[src/inc/pin_mux_pkg.sv]
// package: register map, field layout, reset values and carrier types of the pin-function mux
package pin_mux_pkg;
   // register offsets (plain port index)
   localparam logic [3:0] OFS_PB_SEL    = 4'h0;
   localparam logic [3:0] OFS_PC_SEL_LO = 4'h1;
   localparam logic [3:0] OFS_PC_SEL_HI = 4'h2;
   localparam logic [3:0] OFS_SRC_SEL   = 4'h3;
   localparam logic [3:0] OFS_PA_DATA   = 4'h4;
   localparam logic [3:0] OFS_PA_DIR    = 4'h5;
   localparam logic [3:0] OFS_PB_DATA   = 4'h6;
   localparam logic [3:0] OFS_PB_DIR    = 4'h7;
   localparam logic [3:0] OFS_PC_DATA   = 4'h8;
   localparam logic [3:0] OFS_PC_DIR    = 4'h9;
   localparam logic [3:0] OFS_PA_WAKE   = 4'ha;
   localparam logic [3:0] OFS_PA_PIN    = 4'hb;
   localparam logic [3:0] OFS_PB_PIN    = 4'hc;
   localparam logic [3:0] OFS_PC_PIN    = 4'hd;
   // reset values and masks
   localparam logic [7:0] RST_SEL       = 8'h00;
   localparam logic [7:0] RST_PORT      = 8'hff;
   localparam logic [7:0] MASK_PC_HI    = 8'h0f;
   localparam logic [7:0] MASK_SRC      = 8'h7c;
   // source select field positions
   localparam int SRC_IRQ_LSB = 5;
   localparam int SRC_CAP_BIT = 4;
   localparam int SRC_NF_LSB  = 2;
   // two-bit pin field codes
   localparam logic [1:0] SEL_00 = 2'h0;
   localparam logic [1:0] SEL_01 = 2'h1;
   localparam logic [1:0] SEL_10 = 2'h2;
   localparam logic [1:0] SEL_11 = 2'h3;

   // peripheral outputs towards the pins
   typedef struct packed {
      logic [3:0] timerOut;   // timer0..timer3 outputs
      logic [2:0] hallOut;    // c, b, a
      logic [5:0] gateOut;    // a_top,a_bot,b_top,b_bot,c_top,c_bot
   } periph_out_s;
   // routed inputs towards the peripherals
   typedef struct packed {
      logic       extIrq1In;
      logic       captureTimerIn;
      logic       noiseFilterIn;
      logic       timer0CapIn;
      logic       timer0ClkIn;
      logic       timer2ClkIn;
      logic       timer3ClkIn;
   } periph_in_s;
   // analog channel enables
   typedef struct packed {
      logic [2:0] analogCh;   // ch2, ch1, ch0
   } analog_en_s;
endpackage

[src/logic/port_pin_function_select.sv]
// pin-function multiplexer for port b pins 0..3 and port c pins 0..5, port registers and wake
`timescale 1ns/1ps
// Behaviour
// RQ1: pb3 field 01 routes timer0_out; other codes keep I/O with timer0 clock and irq1.
// RQ2: software points irq1 source at pb3 before selecting that pin.
// RQ3: pb2 field: 00 I/O with cap/clk inputs, 01 timer1, 10 analog0, 11 hall c.
// RQ4: pb1 field: 00 I/O with capture/timer2 clock, 01 timer1, 10 analog1, 11 hall b.
// RQ5: software sets capture timer source to pb1 before selecting it.
// RQ6: pb0 field: 00/01 I/O with irq1 and filter, 10 analog2, 11 hall a.
// RQ7: software sets irq1 or filter source to pb0 before selecting it.
// RQ8: pc3 field: 01 timer2, 10 gate b bottom, else plain I/O.
// RQ9: pc2 field: 01 timer2, 10 gate b top, else plain I/O.
// RQ10: pc1 field: 01 timer0, 10 gate a bottom, else plain I/O.
// RQ11: pc0 field: 01 timer0, 10 gate a top, else plain I/O.
// RQ12: pc5 field: 01 timer3, 10 gate c bottom, else plain I/O.
// RQ13: pc4 field: 01 timer3, 10 gate c top, else plain I/O.
// RQ14: upper port c select bits 7..4 ignore writes and read zero.
// RQ15: reset loads all port data and direction registers with ones.
// RQ16: a pin turned output drives high unless its data bit was written.
// RQ17: bit set/clear reads whole port, changes one bit, writes full byte.
// RQ18: falling edge on a wake-enabled port a pin wakes the device in sleep.
// RQ19: software sets pin selection before using a timer pin function.
// RQ20: direction bit 0 makes the pin an output, 1 an input.
// RQ21: irq1 source: 00/11 pa7, 01 pb3, 10 pb0.
// RQ22: capture source bit: 0 pb1, 1 pa6.
// RQ23: filter source: 00/11 pa7, 01 pa6, 10 pb0.
// RQ24: selection changes routing at next clock edge and holds until rewritten; the registered pins change on the second edge after the write.
module port_pin_function_select
   import pin_mux_pkg::*;
(
   input  wire logic        clk,
   input  wire logic        rst,
   input  wire logic [3:0]  regAddr,
   input  wire logic [7:0]  regWdata,
   input  wire logic        regWr,
   input  wire logic        regRd,
   output logic [7:0]       regRdata,
   input  wire logic [7:0]  portaIn,
   input  wire logic [3:0]  portbIn,
   input  wire logic [5:0]  portcIn,
   output logic [7:0]       portaOut,
   output logic [7:0]       portaOe,
   output logic [3:0]       portbOut,
   output logic [3:0]       portbOe,
   output logic [5:0]       portcOut,
   output logic [5:0]       portcOe,
   input  wire periph_out_s periphOut,
   output periph_in_s       periphIn,
   output analog_en_s       analogEn,
   input  wire logic        sleepMode,
   output logic             wakeReq
);

   // ************************************************************
   // register file
   // ************************************************************
   logic [7:0] pbSel_ff, pcSelLo_ff, pcSelHi_ff, srcSel_ff;
   logic [7:0] paData_ff, paDir_ff, pbData_ff, pbDir_ff, pcData_ff, pcDir_ff;
   logic [7:0] paWake_ff;

   // selection registers; each field holds until written again [RQ24]
   always_ff @(posedge clk or posedge rst) begin
      if (rst) begin
         pbSel_ff   <= RST_SEL;
         pcSelLo_ff <= RST_SEL;
         pcSelHi_ff <= RST_SEL;
         srcSel_ff  <= RST_SEL;
      end else if (regWr) begin
         unique case (regAddr)
            OFS_PB_SEL:    pbSel_ff   <= regWdata;
            OFS_PC_SEL_LO: pcSelLo_ff <= regWdata;
            OFS_PC_SEL_HI: pcSelHi_ff <= regWdata & MASK_PC_HI; // [RQ14]
            OFS_SRC_SEL:   srcSel_ff  <= regWdata & MASK_SRC;
            default: ;
         endcase
      end
   end

   // port data and direction start at ones: inputs, high latch [RQ15]
   // a data bit never written stays one, so a new output drives high [RQ16]
   always_ff @(posedge clk or posedge rst) begin
      if (rst) begin
         paData_ff <= RST_PORT;
         paDir_ff  <= RST_PORT;
         pbData_ff <= RST_PORT;
         pbDir_ff  <= RST_PORT;
         pcData_ff <= RST_PORT;
         pcDir_ff  <= RST_PORT;
      end else if (regWr) begin
         unique case (regAddr)
            OFS_PA_DATA: paData_ff <= regWdata;
            OFS_PA_DIR:  paDir_ff  <= regWdata;
            OFS_PB_DATA: pbData_ff <= regWdata;
            OFS_PB_DIR:  pbDir_ff  <= regWdata;
            OFS_PC_DATA: pcData_ff <= regWdata;
            OFS_PC_DIR:  pcDir_ff  <= regWdata;
            default: ;
         endcase
      end
   end

   // wake enables, one per port a pin
   always_ff @(posedge clk or posedge rst) begin
      if (rst) paWake_ff <= RST_SEL;
      else if (regWr && regAddr == OFS_PA_WAKE) paWake_ff <= regWdata;
   end

   // ************************************************************
   // pin input synchronisers
   // ************************************************************
   logic [17:0] pinMeta_ff, pinSync_ff;
   always_ff @(posedge clk or posedge rst) begin
      if (rst) begin
         pinMeta_ff <= '1;
         pinSync_ff <= '1;
      end else begin
         pinMeta_ff <= {portcIn, portbIn, portaIn};
         pinSync_ff <= pinMeta_ff;
      end
   end
   logic [7:0] paPin;
   logic [3:0] pbPin;
   logic [5:0] pcPin;
   assign paPin = pinSync_ff[7:0];
   assign pbPin = pinSync_ff[11:8];
   assign pcPin = pinSync_ff[17:12];

   // read data one cycle after the strobe; bit ops rely on full-byte
   // read then full-byte write by the cpu, so no bit port is needed [RQ17]
   always_ff @(posedge clk or posedge rst) begin
      if (rst) regRdata <= RST_SEL;
      else if (regRd) begin
         unique case (regAddr)
            OFS_PB_SEL:    regRdata <= pbSel_ff;
            OFS_PC_SEL_LO: regRdata <= pcSelLo_ff;
            OFS_PC_SEL_HI: regRdata <= pcSelHi_ff & MASK_PC_HI; // [RQ14]
            OFS_SRC_SEL:   regRdata <= srcSel_ff;
            OFS_PA_DATA:   regRdata <= paData_ff;
            OFS_PA_DIR:    regRdata <= paDir_ff;
            OFS_PB_DATA:   regRdata <= pbData_ff;
            OFS_PB_DIR:    regRdata <= pbDir_ff;
            OFS_PC_DATA:   regRdata <= pcData_ff;
            OFS_PC_DIR:    regRdata <= pcDir_ff;
            OFS_PA_WAKE:   regRdata <= paWake_ff;
            OFS_PA_PIN:    regRdata <= paPin;
            OFS_PB_PIN:    regRdata <= {4'h0, pbPin};
            OFS_PC_PIN:    regRdata <= {2'h0, pcPin};
            default:       regRdata <= 8'h00;
         endcase
      end else regRdata <= 8'h00;
   end

   // ************************************************************
   // output routing
   // ************************************************************
   // decode of one two-bit field to a driven function value
   function automatic logic [1:0] pickOut(input logic [1:0] sel, input logic gpio,
                                         input logic gpioOe, input logic fn01,
                                         input logic fn10, input logic fn11,
                                         input logic has10, input logic has11);
      logic [1:0] r;
      r = {gpioOe, gpio};
      if (sel == SEL_01) r = {1'b1, fn01};
      else if (sel == SEL_10 && has10) r = {1'b1, fn10};
      else if (sel == SEL_11 && has11) r = {1'b1, fn11};
      return r;
   endfunction

   logic [1:0] pbF [4];
   logic [1:0] pcF [6];
   logic [3:0] pbFn01;
   logic [3:0] pbHas11;
   logic [11:0] pcSelAll;
   logic [2:0] pbHall;
   // pb3 [RQ1], pb2 [RQ3], pb1 [RQ4], pb0 has no 01 function [RQ6]
   assign pbFn01  = {periphOut.timerOut[0], periphOut.timerOut[1],
                     periphOut.timerOut[1], 1'b0};
   assign pbHas11 = 4'b0111;
   assign pbHall  = {periphOut.hallOut[2], periphOut.hallOut[1], periphOut.hallOut[0]};
   // port c fields as one vector, so no pin ever slices out of range
   assign pcSelAll = {pcSelHi_ff[3:0], pcSelLo_ff};

   genvar gi;
   generate
      for (gi = 0; gi < 4; gi++) begin : g_pb
         logic [1:0] f;
         logic       p0;
         assign f  = pbSel_ff[2*gi +: 2];
         // pb0 code 01 keeps gpio
         assign p0 = (gi == 0) && (f == SEL_01);
         // direction 0 drives the pin as an output [RQ20]
         assign pbF[gi] = p0 ? {~pbDir_ff[gi], pbData_ff[gi]} :
                          pickOut(f, pbData_ff[gi], ~pbDir_ff[gi], pbFn01[gi],
                                  1'b0, pbHall[gi % 3],
                                  1'b0, pbHas11[gi]);
      end
      for (gi = 0; gi < 6; gi++) begin : g_pc
         logic [1:0] f;
         logic       tmr;
         assign f   = pcSelAll[2*gi +: 2];
         // pc0/1 timer0 [RQ10] [RQ11], pc2/3 timer2 [RQ8] [RQ9], pc4/5 timer3 [RQ12] [RQ13]
         assign tmr = (gi < 2) ? periphOut.timerOut[0] :
                      (gi < 4) ? periphOut.timerOut[2] : periphOut.timerOut[3];
         assign pcF[gi] = pickOut(f, pcData_ff[gi], ~pcDir_ff[gi], tmr,
                                  periphOut.gateOut[5-gi], 1'b0, 1'b1, 1'b0);
      end
   endgenerate

   // pins and analog enables from flip-flops; routing follows the written field
   always_ff @(posedge clk or posedge rst) begin
      if (rst) begin
         portaOut <= RST_PORT;
         portaOe  <= 8'h00;
         portbOut <= 4'hf;
         portbOe  <= 4'h0;
         portcOut <= 6'h3f;
         portcOe  <= 6'h00;
         analogEn <= '0;
      end else begin
         portaOut <= paData_ff;
         portaOe  <= ~paDir_ff; // [RQ20]
         for (int i = 0; i < 4; i++) begin
            portbOut[i] <= pbF[i][0];
            portbOe[i]  <= pbF[i][1] & (pbSel_ff[2*i +: 2] != SEL_10 || i == 3);
         end
         for (int i = 0; i < 6; i++) begin
            portcOut[i] <= pcF[i][0];
            portcOe[i]  <= pcF[i][1];
         end
         // analog channels 0..2 live on pb2, pb1, pb0 with code 10
         analogEn.analogCh <= {pbSel_ff[1:0] == SEL_10, pbSel_ff[3:2] == SEL_10,
                               pbSel_ff[5:4] == SEL_10};
      end
   end

   // ************************************************************
   // input routing to peripherals
   // ************************************************************
   logic [1:0] irqSrc, nfSrc;
   assign irqSrc = srcSel_ff[SRC_IRQ_LSB +: 2];
   assign nfSrc  = srcSel_ff[SRC_NF_LSB +: 2];
   // inputs stay reachable in gpio codes; software keeps source and field in step
   always_ff @(posedge clk or posedge rst) begin
      if (rst) periphIn <= '1;
      else begin
         unique case (irqSrc) // [RQ21] [RQ2] [RQ7]
            SEL_01:  periphIn.extIrq1In <= pbPin[3];
            SEL_10:  periphIn.extIrq1In <= pbPin[0];
            default: periphIn.extIrq1In <= paPin[7];
         endcase
         periphIn.captureTimerIn <= srcSel_ff[SRC_CAP_BIT] ? paPin[6] : pbPin[1]; // [RQ22] [RQ5]
         unique case (nfSrc) // [RQ23]
            SEL_01:  periphIn.noiseFilterIn <= paPin[6];
            SEL_10:  periphIn.noiseFilterIn <= pbPin[0];
            default: periphIn.noiseFilterIn <= paPin[7];
         endcase
         periphIn.timer0CapIn <= pbPin[2]; // [RQ3]
         periphIn.timer3ClkIn <= pbPin[2];
         periphIn.timer2ClkIn <= pbPin[1]; // [RQ4]
         periphIn.timer0ClkIn <= pbPin[3]; // [RQ1] [RQ19]
      end
   end

   // ************************************************************
   // port a wake on falling edge
   // ************************************************************
   logic [7:0] paPrev_ff;
   always_ff @(posedge clk or posedge rst) begin
      if (rst) paPrev_ff <= RST_PORT;
      else paPrev_ff <= paPin;
   end
   // one-cycle pulse; gated by sleep so a run-mode edge does not wake later
   always_ff @(posedge clk or posedge rst) begin
      if (rst) wakeReq <= 1'b0;
      else wakeReq <= sleepMode && |(paPrev_ff & ~paPin & paWake_ff); // [RQ18]
   end

   // ************************************************************
   // checks
   // ************************************************************
   chk_pc_hi_zero: assert property (@(posedge clk) disable iff (rst) // [RQ14]
      regRd && regAddr == OFS_PC_SEL_HI |=> regRdata[7:4] == 4'h0)
      else $error("upper port c select bits not zero");
   chk_pb3_timer: assert property (@(posedge clk) disable iff (rst) // [RQ1]
      pbSel_ff[7:6] == SEL_01 |=> portbOe[3] && portbOut[3] == $past(periphOut.timerOut[0]))
      else $error("pb3 not driving timer0");
   chk_pb0_hall: assert property (@(posedge clk) disable iff (rst) // [RQ6]
      pbSel_ff[1:0] == SEL_11 |=> portbOe[0] && portbOut[0] == $past(periphOut.hallOut[0]))
      else $error("pb0 not driving hall a");
   chk_pc0_gate: assert property (@(posedge clk) disable iff (rst) // [RQ11]
      pcSelLo_ff[1:0] == SEL_10 |=> portcOe[0] && portcOut[0] == $past(periphOut.gateOut[5]))
      else $error("pc0 not driving gate a top");
   chk_pc5_gpio: assert property (@(posedge clk) disable iff (rst) // [RQ12]
      pcSelHi_ff[3:2] == SEL_11 |=> portcOe[5] == !$past(pcDir_ff[5]))
      else $error("pc5 code 11 not gpio");
   chk_dir_output: assert property (@(posedge clk) disable iff (rst) // [RQ20]
      regWr && regAddr == OFS_PA_DIR ##1 1'b1 |=> portaOe == ~$past(regWdata, 2))
      else $error("port a direction not applied");
   chk_sel_route: assert property (@(posedge clk) disable iff (rst) // [RQ24]
      regWr && regAddr == OFS_PC_SEL_LO && regWdata[3:2] == SEL_01
      |=> ##1 portcOe[1])
      else $error("pc1 routing not updated");
   chk_wake_edge: assert property (@(posedge clk) disable iff (rst) // [RQ18]
      wakeReq |-> $past(sleepMode) && |($past(paPrev_ff) & ~$past(paPin) & $past(paWake_ff)))
      else $error("wake without enabled falling edge");
   chk_irq_src: assert property (@(posedge clk) disable iff (rst) // [RQ21]
      irqSrc == SEL_10 |=> periphIn.extIrq1In == $past(pbPin[0]))
      else $error("irq1 source not pb0");
   // remaining pin fields and input sources, one check per rule
   chk_pb3_gpio: assert property (@(posedge clk) disable iff (rst) // [RQ1]
      pbSel_ff[7:6] == SEL_10 |=> portbOe[3] == !$past(pbDir_ff[3]))
      else $error("pb3 code 10 not gpio");
   chk_pb2_analog: assert property (@(posedge clk) disable iff (rst) // [RQ3]
      pbSel_ff[5:4] == SEL_10 |=> !portbOe[2] && analogEn.analogCh[0])
      else $error("pb2 analog not released");
   chk_pb1_hall: assert property (@(posedge clk) disable iff (rst) // [RQ4]
      pbSel_ff[3:2] == SEL_11 |=> portbOe[1] && portbOut[1] == $past(periphOut.hallOut[1]))
      else $error("pb1 not driving hall b");
   chk_pb0_analog: assert property (@(posedge clk) disable iff (rst) // [RQ6]
      pbSel_ff[1:0] == SEL_10 |=> !portbOe[0] && analogEn.analogCh[2])
      else $error("pb0 analog not released");
   chk_pc3_timer: assert property (@(posedge clk) disable iff (rst) // [RQ8]
      pcSelLo_ff[7:6] == SEL_01 |=> portcOe[3] && portcOut[3] == $past(periphOut.timerOut[2]))
      else $error("pc3 not driving timer2");
   chk_pc2_gate: assert property (@(posedge clk) disable iff (rst) // [RQ9]
      pcSelLo_ff[5:4] == SEL_10 |=> portcOe[2] && portcOut[2] == $past(periphOut.gateOut[3]))
      else $error("pc2 not driving gate b top");
   chk_pc1_timer: assert property (@(posedge clk) disable iff (rst) // [RQ10]
      pcSelLo_ff[3:2] == SEL_01 |=> portcOe[1] && portcOut[1] == $past(periphOut.timerOut[0]))
      else $error("pc1 not driving timer0");
   chk_pc4_timer: assert property (@(posedge clk) disable iff (rst) // [RQ13]
      pcSelHi_ff[1:0] == SEL_01 |=> portcOe[4] && portcOut[4] == $past(periphOut.timerOut[3]))
      else $error("pc4 not driving timer3");
   chk_irq_pb3: assert property (@(posedge clk) disable iff (rst) // [RQ21]
      irqSrc == SEL_01 |=> periphIn.extIrq1In == $past(pbPin[3]))
      else $error("irq1 source not pb3");
   chk_cap_src: assert property (@(posedge clk) disable iff (rst) // [RQ22]
      srcSel_ff[SRC_CAP_BIT] |=> periphIn.captureTimerIn == $past(paPin[6]))
      else $error("capture source not pa6");
   chk_nf_src: assert property (@(posedge clk) disable iff (rst) // [RQ23]
      nfSrc == SEL_01 |=> periphIn.noiseFilterIn == $past(paPin[6]))
      else $error("filter source not pa6");
   cov_pb2_analog: cover property (@(posedge clk) analogEn.analogCh[0]);
   cov_pb3_timer:  cover property (@(posedge clk) pbSel_ff[7:6] == SEL_01 && portbOe[3]);
   cov_nf_pb0:     cover property (@(posedge clk) nfSrc == SEL_10);
   cov_wake:       cover property (@(posedge clk) wakeReq);
   cov_pc4_gate:   cover property (@(posedge clk) pcSelHi_ff[1:0] == SEL_10 && portcOe[4]);
endmodule

[config.mk]
export PLATFORM = sky130hd
export DESIGN_NAME = port_pin_function_select
export DESIGN_NICKNAME = d
export VERILOG_FILES = /design/src/inc/pin_mux_pkg.sv /design/src/logic/port_pin_function_select.sv
export SDC_FILE = /design/constraint.sdc
export NUM_CORES = 1
export LEC_CHECK = 0
export BUFFER_PORTS_ARGS = -buffer_cell sky130_fd_sc_hd__buf_4
export CORE_ASPECT_RATIO = 0.9
export CORE_MARGIN = 1
export CORE_UTILIZATION = 50
export CTS_BUF_LIST = sky130_fd_sc_hd__clkbuf_8
export DETAILED_ROUTE_END_ITERATION = 10
export HOLD_SLACK_MARGIN = 0.02
export PLACE_DENSITY_LB_ADDON = 0.05
export SETUP_SLACK_MARGIN = 0.15
export SYNTH_ARGS = -nofsm -noshare
export SYNTH_HDL_FRONTEND = slang
export SYNTH_SLANG_ARGS = --single-unit
[constraint.sdc]
create_clock -name clk -period 7.3 [get_ports clk]
set_clock_uncertainty 0.2 [all_clocks]
set_input_delay 1.46 -clock clk [delete_from_list [all_inputs] [get_ports clk]]
set_output_delay 1.46 -clock clk [all_outputs]
set_load 0.02 [all_outputs]
==> results.md <==
- Yosys top cell by area: dfstp_2
- NetSw: approximately 0.77 mW
- Setup-failing EPs final: 0
- Seq/Total Area, Yosys: 62.4%
- TritonCTS buffer count: 17
- Hold Buf Count CTS: 0
- Outcome: finished, final reports clean
- #FFs+latches synth: 179
- Area of the core: ~14,000 sq um
- Gpl congestion: 0.875
- GRT Residual Overflow: 0
- Mean Syn Cell Area: 13.8 sq um
- Clk root buf: clkbuf_8
- Nature of the critical path startpoint: input port
- Starting DRC count in detailed routing: 315
- Slew margin rel.: about 34%
- Top cell type's share of synthesized area: 41.1%
- Ranking of synthesized cells by area: dfstp_2 41%, dfrtp_1 21%, mux2_2 14%
- Global-route wire length before repair: 27.2 mm
- Main flop type after synthesis: dfstp_2
- Port Buffers: just over 100
- Setup TNS: 0 ps
- Postcts setup bufs: 0
- Chip Width: 130 um
- Hold worst-path end: pinSync_ff[8]
- Final hold viol count: 0
- DR vias/cell: 5.52
- Critical R2R Capture: regRdata[7]
- WL final: 17.3 mm
- Number of diodes: 0
- Syn Nets: 589
- Starting Density: 52.0%
- Syn. warnings: 0
- Layout cell share with drive strength beyond 1: 57.0%
- F_max: 0.296 GHz
- Vias in the first global route: 4,710
- Sequential fraction of design power: 51.6%
- Internal Power: 1.96 mW
- Count leader, synth: dfstp_2
- Clock share of power: between 20 and 30%
- Cell count after synthesis: 537
- DR vias: 4,631
- FILL cells: 1,169
- CTS HTree Levels: 4
- Top flop regs: pinMeta_ff x18, pinSync_ff x18
- DRC: 0
- CTS clk-pin slew, worst paths: ~90 ps
- Hold Worst Slack: 149 ps
- CP Capture Type: register
- Worst Reg2Reg Path Length in Cells: 4
- PostCTS Resize Cnt: 0
- Drt wl/cell: 20.6 um
- Layout Cells excl Fill: between 800 and 900
- Routed Antenna Nets: 0
- Hold Crit Depth: 0
- P per Cell Area: 312 nW/um^2
- Commonest cells post-synth: 116 x dfstp_2, 90 x mux2_2, 63 x dfrtp_1
- FF-to-FF Start: paDir_ff[7]
- Crit path max fanout: 38
- Post-layout util: between 60% and 70%
- Synth unique cells: 60
- Row count: a little over 40
- R2r setup slk: ~5500 ps
- Reported max-cap violation count: 0
- IO Count: 103
- HP Start: pinMeta_ff[8]
- P_leak: roughly 3.7 nW
- Worst skew pair latency: 460 ps
- CP Data Arrival Time: 3570 ps
- Drt pass-1 iters: 5
- Sw Ratio: between 20 and 30%
- Die Ht: roughly 120 um
- CTS Sinks: 179
- Period minus WS final: 3380 ps
- Area growth, synth to finish: 17.8%
- CTS tree: done
- Number of synthesized flops with an enable pin: 0
- CTS Buffer Depth: 2
- Ys async rst share: 100%
- Largest vdd supply drop: 194 uV
- Worst slack at placement: 3440 ps
- Final-report max-slew violation count: 0
- Final nets: just under 700
- Mapped Area: 7410 sq um
- RSZ-0062 raised after global routing: false
- DP HPWL: about 12 mm
- Slew @ Worst Pin: 986 ps
- Worst Path Required: 7490 ps
- Final Cycle Share: 46.3%
- Fin worst setup slack: roughly 3900 ps
- Critical path class: in2reg
- Combinational share of power: 20.6%
- GR Util All Layers: 24.6%
- Initial antenna violation count: 0
- Hold Crit Class: reg2reg
- Maximum number of pins on one net before global-route repair: 85
- Die area: about 15,000 sq um
- Cell count after placement: 807
logic make-up (layout without fill, tap and decap cells):
family                   after synthesis  count (layout)  share of synthesized area (%)
XOR/XNOR                               6               6                          0.709
multiplexers                         101             101                           15.7
flip-flops                           179             179                           62.4
AND/OR/NAND/NOR                      113             113                           9.25
AO/OA/AOI/OAI                         86              86                           8.10
adder cells (fa/ha/maj)                4               4                          0.675
buffers and inverters                 48             157                           3.24
power groups by stage:
| stage | sequential (mW) | clock [mW] | combinational [mW] |
|---|---|---|---|
| 4_1_cts | 1.41 | 0.779 | 0.566 |
| 6_report | 1.41 | 0.760 | 0.561 |
| 3_3_place_gp | 1.42 | 0 | 0.555 |
| 2_1_floorplan | 1.46 | 0 | 0.274 |
| 3_5_place_dp | 1.42 | 0 | 0.563 |
| 5_1_grt | 1.43 | 0.819 | 0.608 |
worst max-delay path by stage:
stage	start	endpoint	slack (ps)
floorplan	rst	analogEn[0]	970
global placement	regAddr[2]	paDir_ff[2]	3560
detailed placement	regAddr[2]	paDir_ff[2]	3440
CTS	regAddr[2]	paDir_ff[6]	3950
global route	regAddr[2]	paDir_ff[3]	3780
finish	regAddr[2]	paDir_ff[6]	3920
per-layer routing:
| layer | vias to the layer above | wire length, um | global-route usage (%) |
|---|---|---|---|
| met4 | 0 | 242 | 7.11 |
| met2 | 126 | 8420 | 37.5 |
| met3 | 13 | 893 | 7.18 |
| met1 | 2401 | 7750 | 34.0 |
| li1 | 2091 | - | - |
| met5 | - | 0 | 0 |
area by class of cell:
cell class | instances | area [sq um] | share of cell area [%]
multi-input combinational | 310 | 2550 | 29.2
timing repair buffer | 104 | 781 | 8.94
sequential | 179 | 4620 | 52.9
clock inverter | 14 | 209 | 2.39
tap | 193 | 241 | 2.76
inverter | 21 | 83.8 | 0.959
clock buffer | 18 | 248 | 2.84
per-stage QoR:
stage	area, sq um	total power [mW]
3_5_place_dp	8280	1.99
6_report	8740	2.73
3_3_place_gp	8280	1.97
4_1_cts	8740	2.75
5_1_grt	8740	2.86
2_1_floorplan	7410	1.74
cell usage in the layout (no fill, tap or decap), types with 8 or more instances in the layout:
cell	count
a31oi_1	9
inv_1	22
dfstp_2	116
nor2_1	12
mux2_2	90
nand2_1	26
nor3b_1	9
a21oi_1	17
nor2b_1	10
nand3_1	12
buf_4	104
mux2i_1	8
dfrtp_1	63
o21ai_0	13
clkbuf_8	18
worst max-delay path: stages:
cell and delay (ps):
buf_4 340, nor2b_1 620, nand2_1 320, nor2_2 420, mux2_2 390
Power figures use the tool's default switching activity.
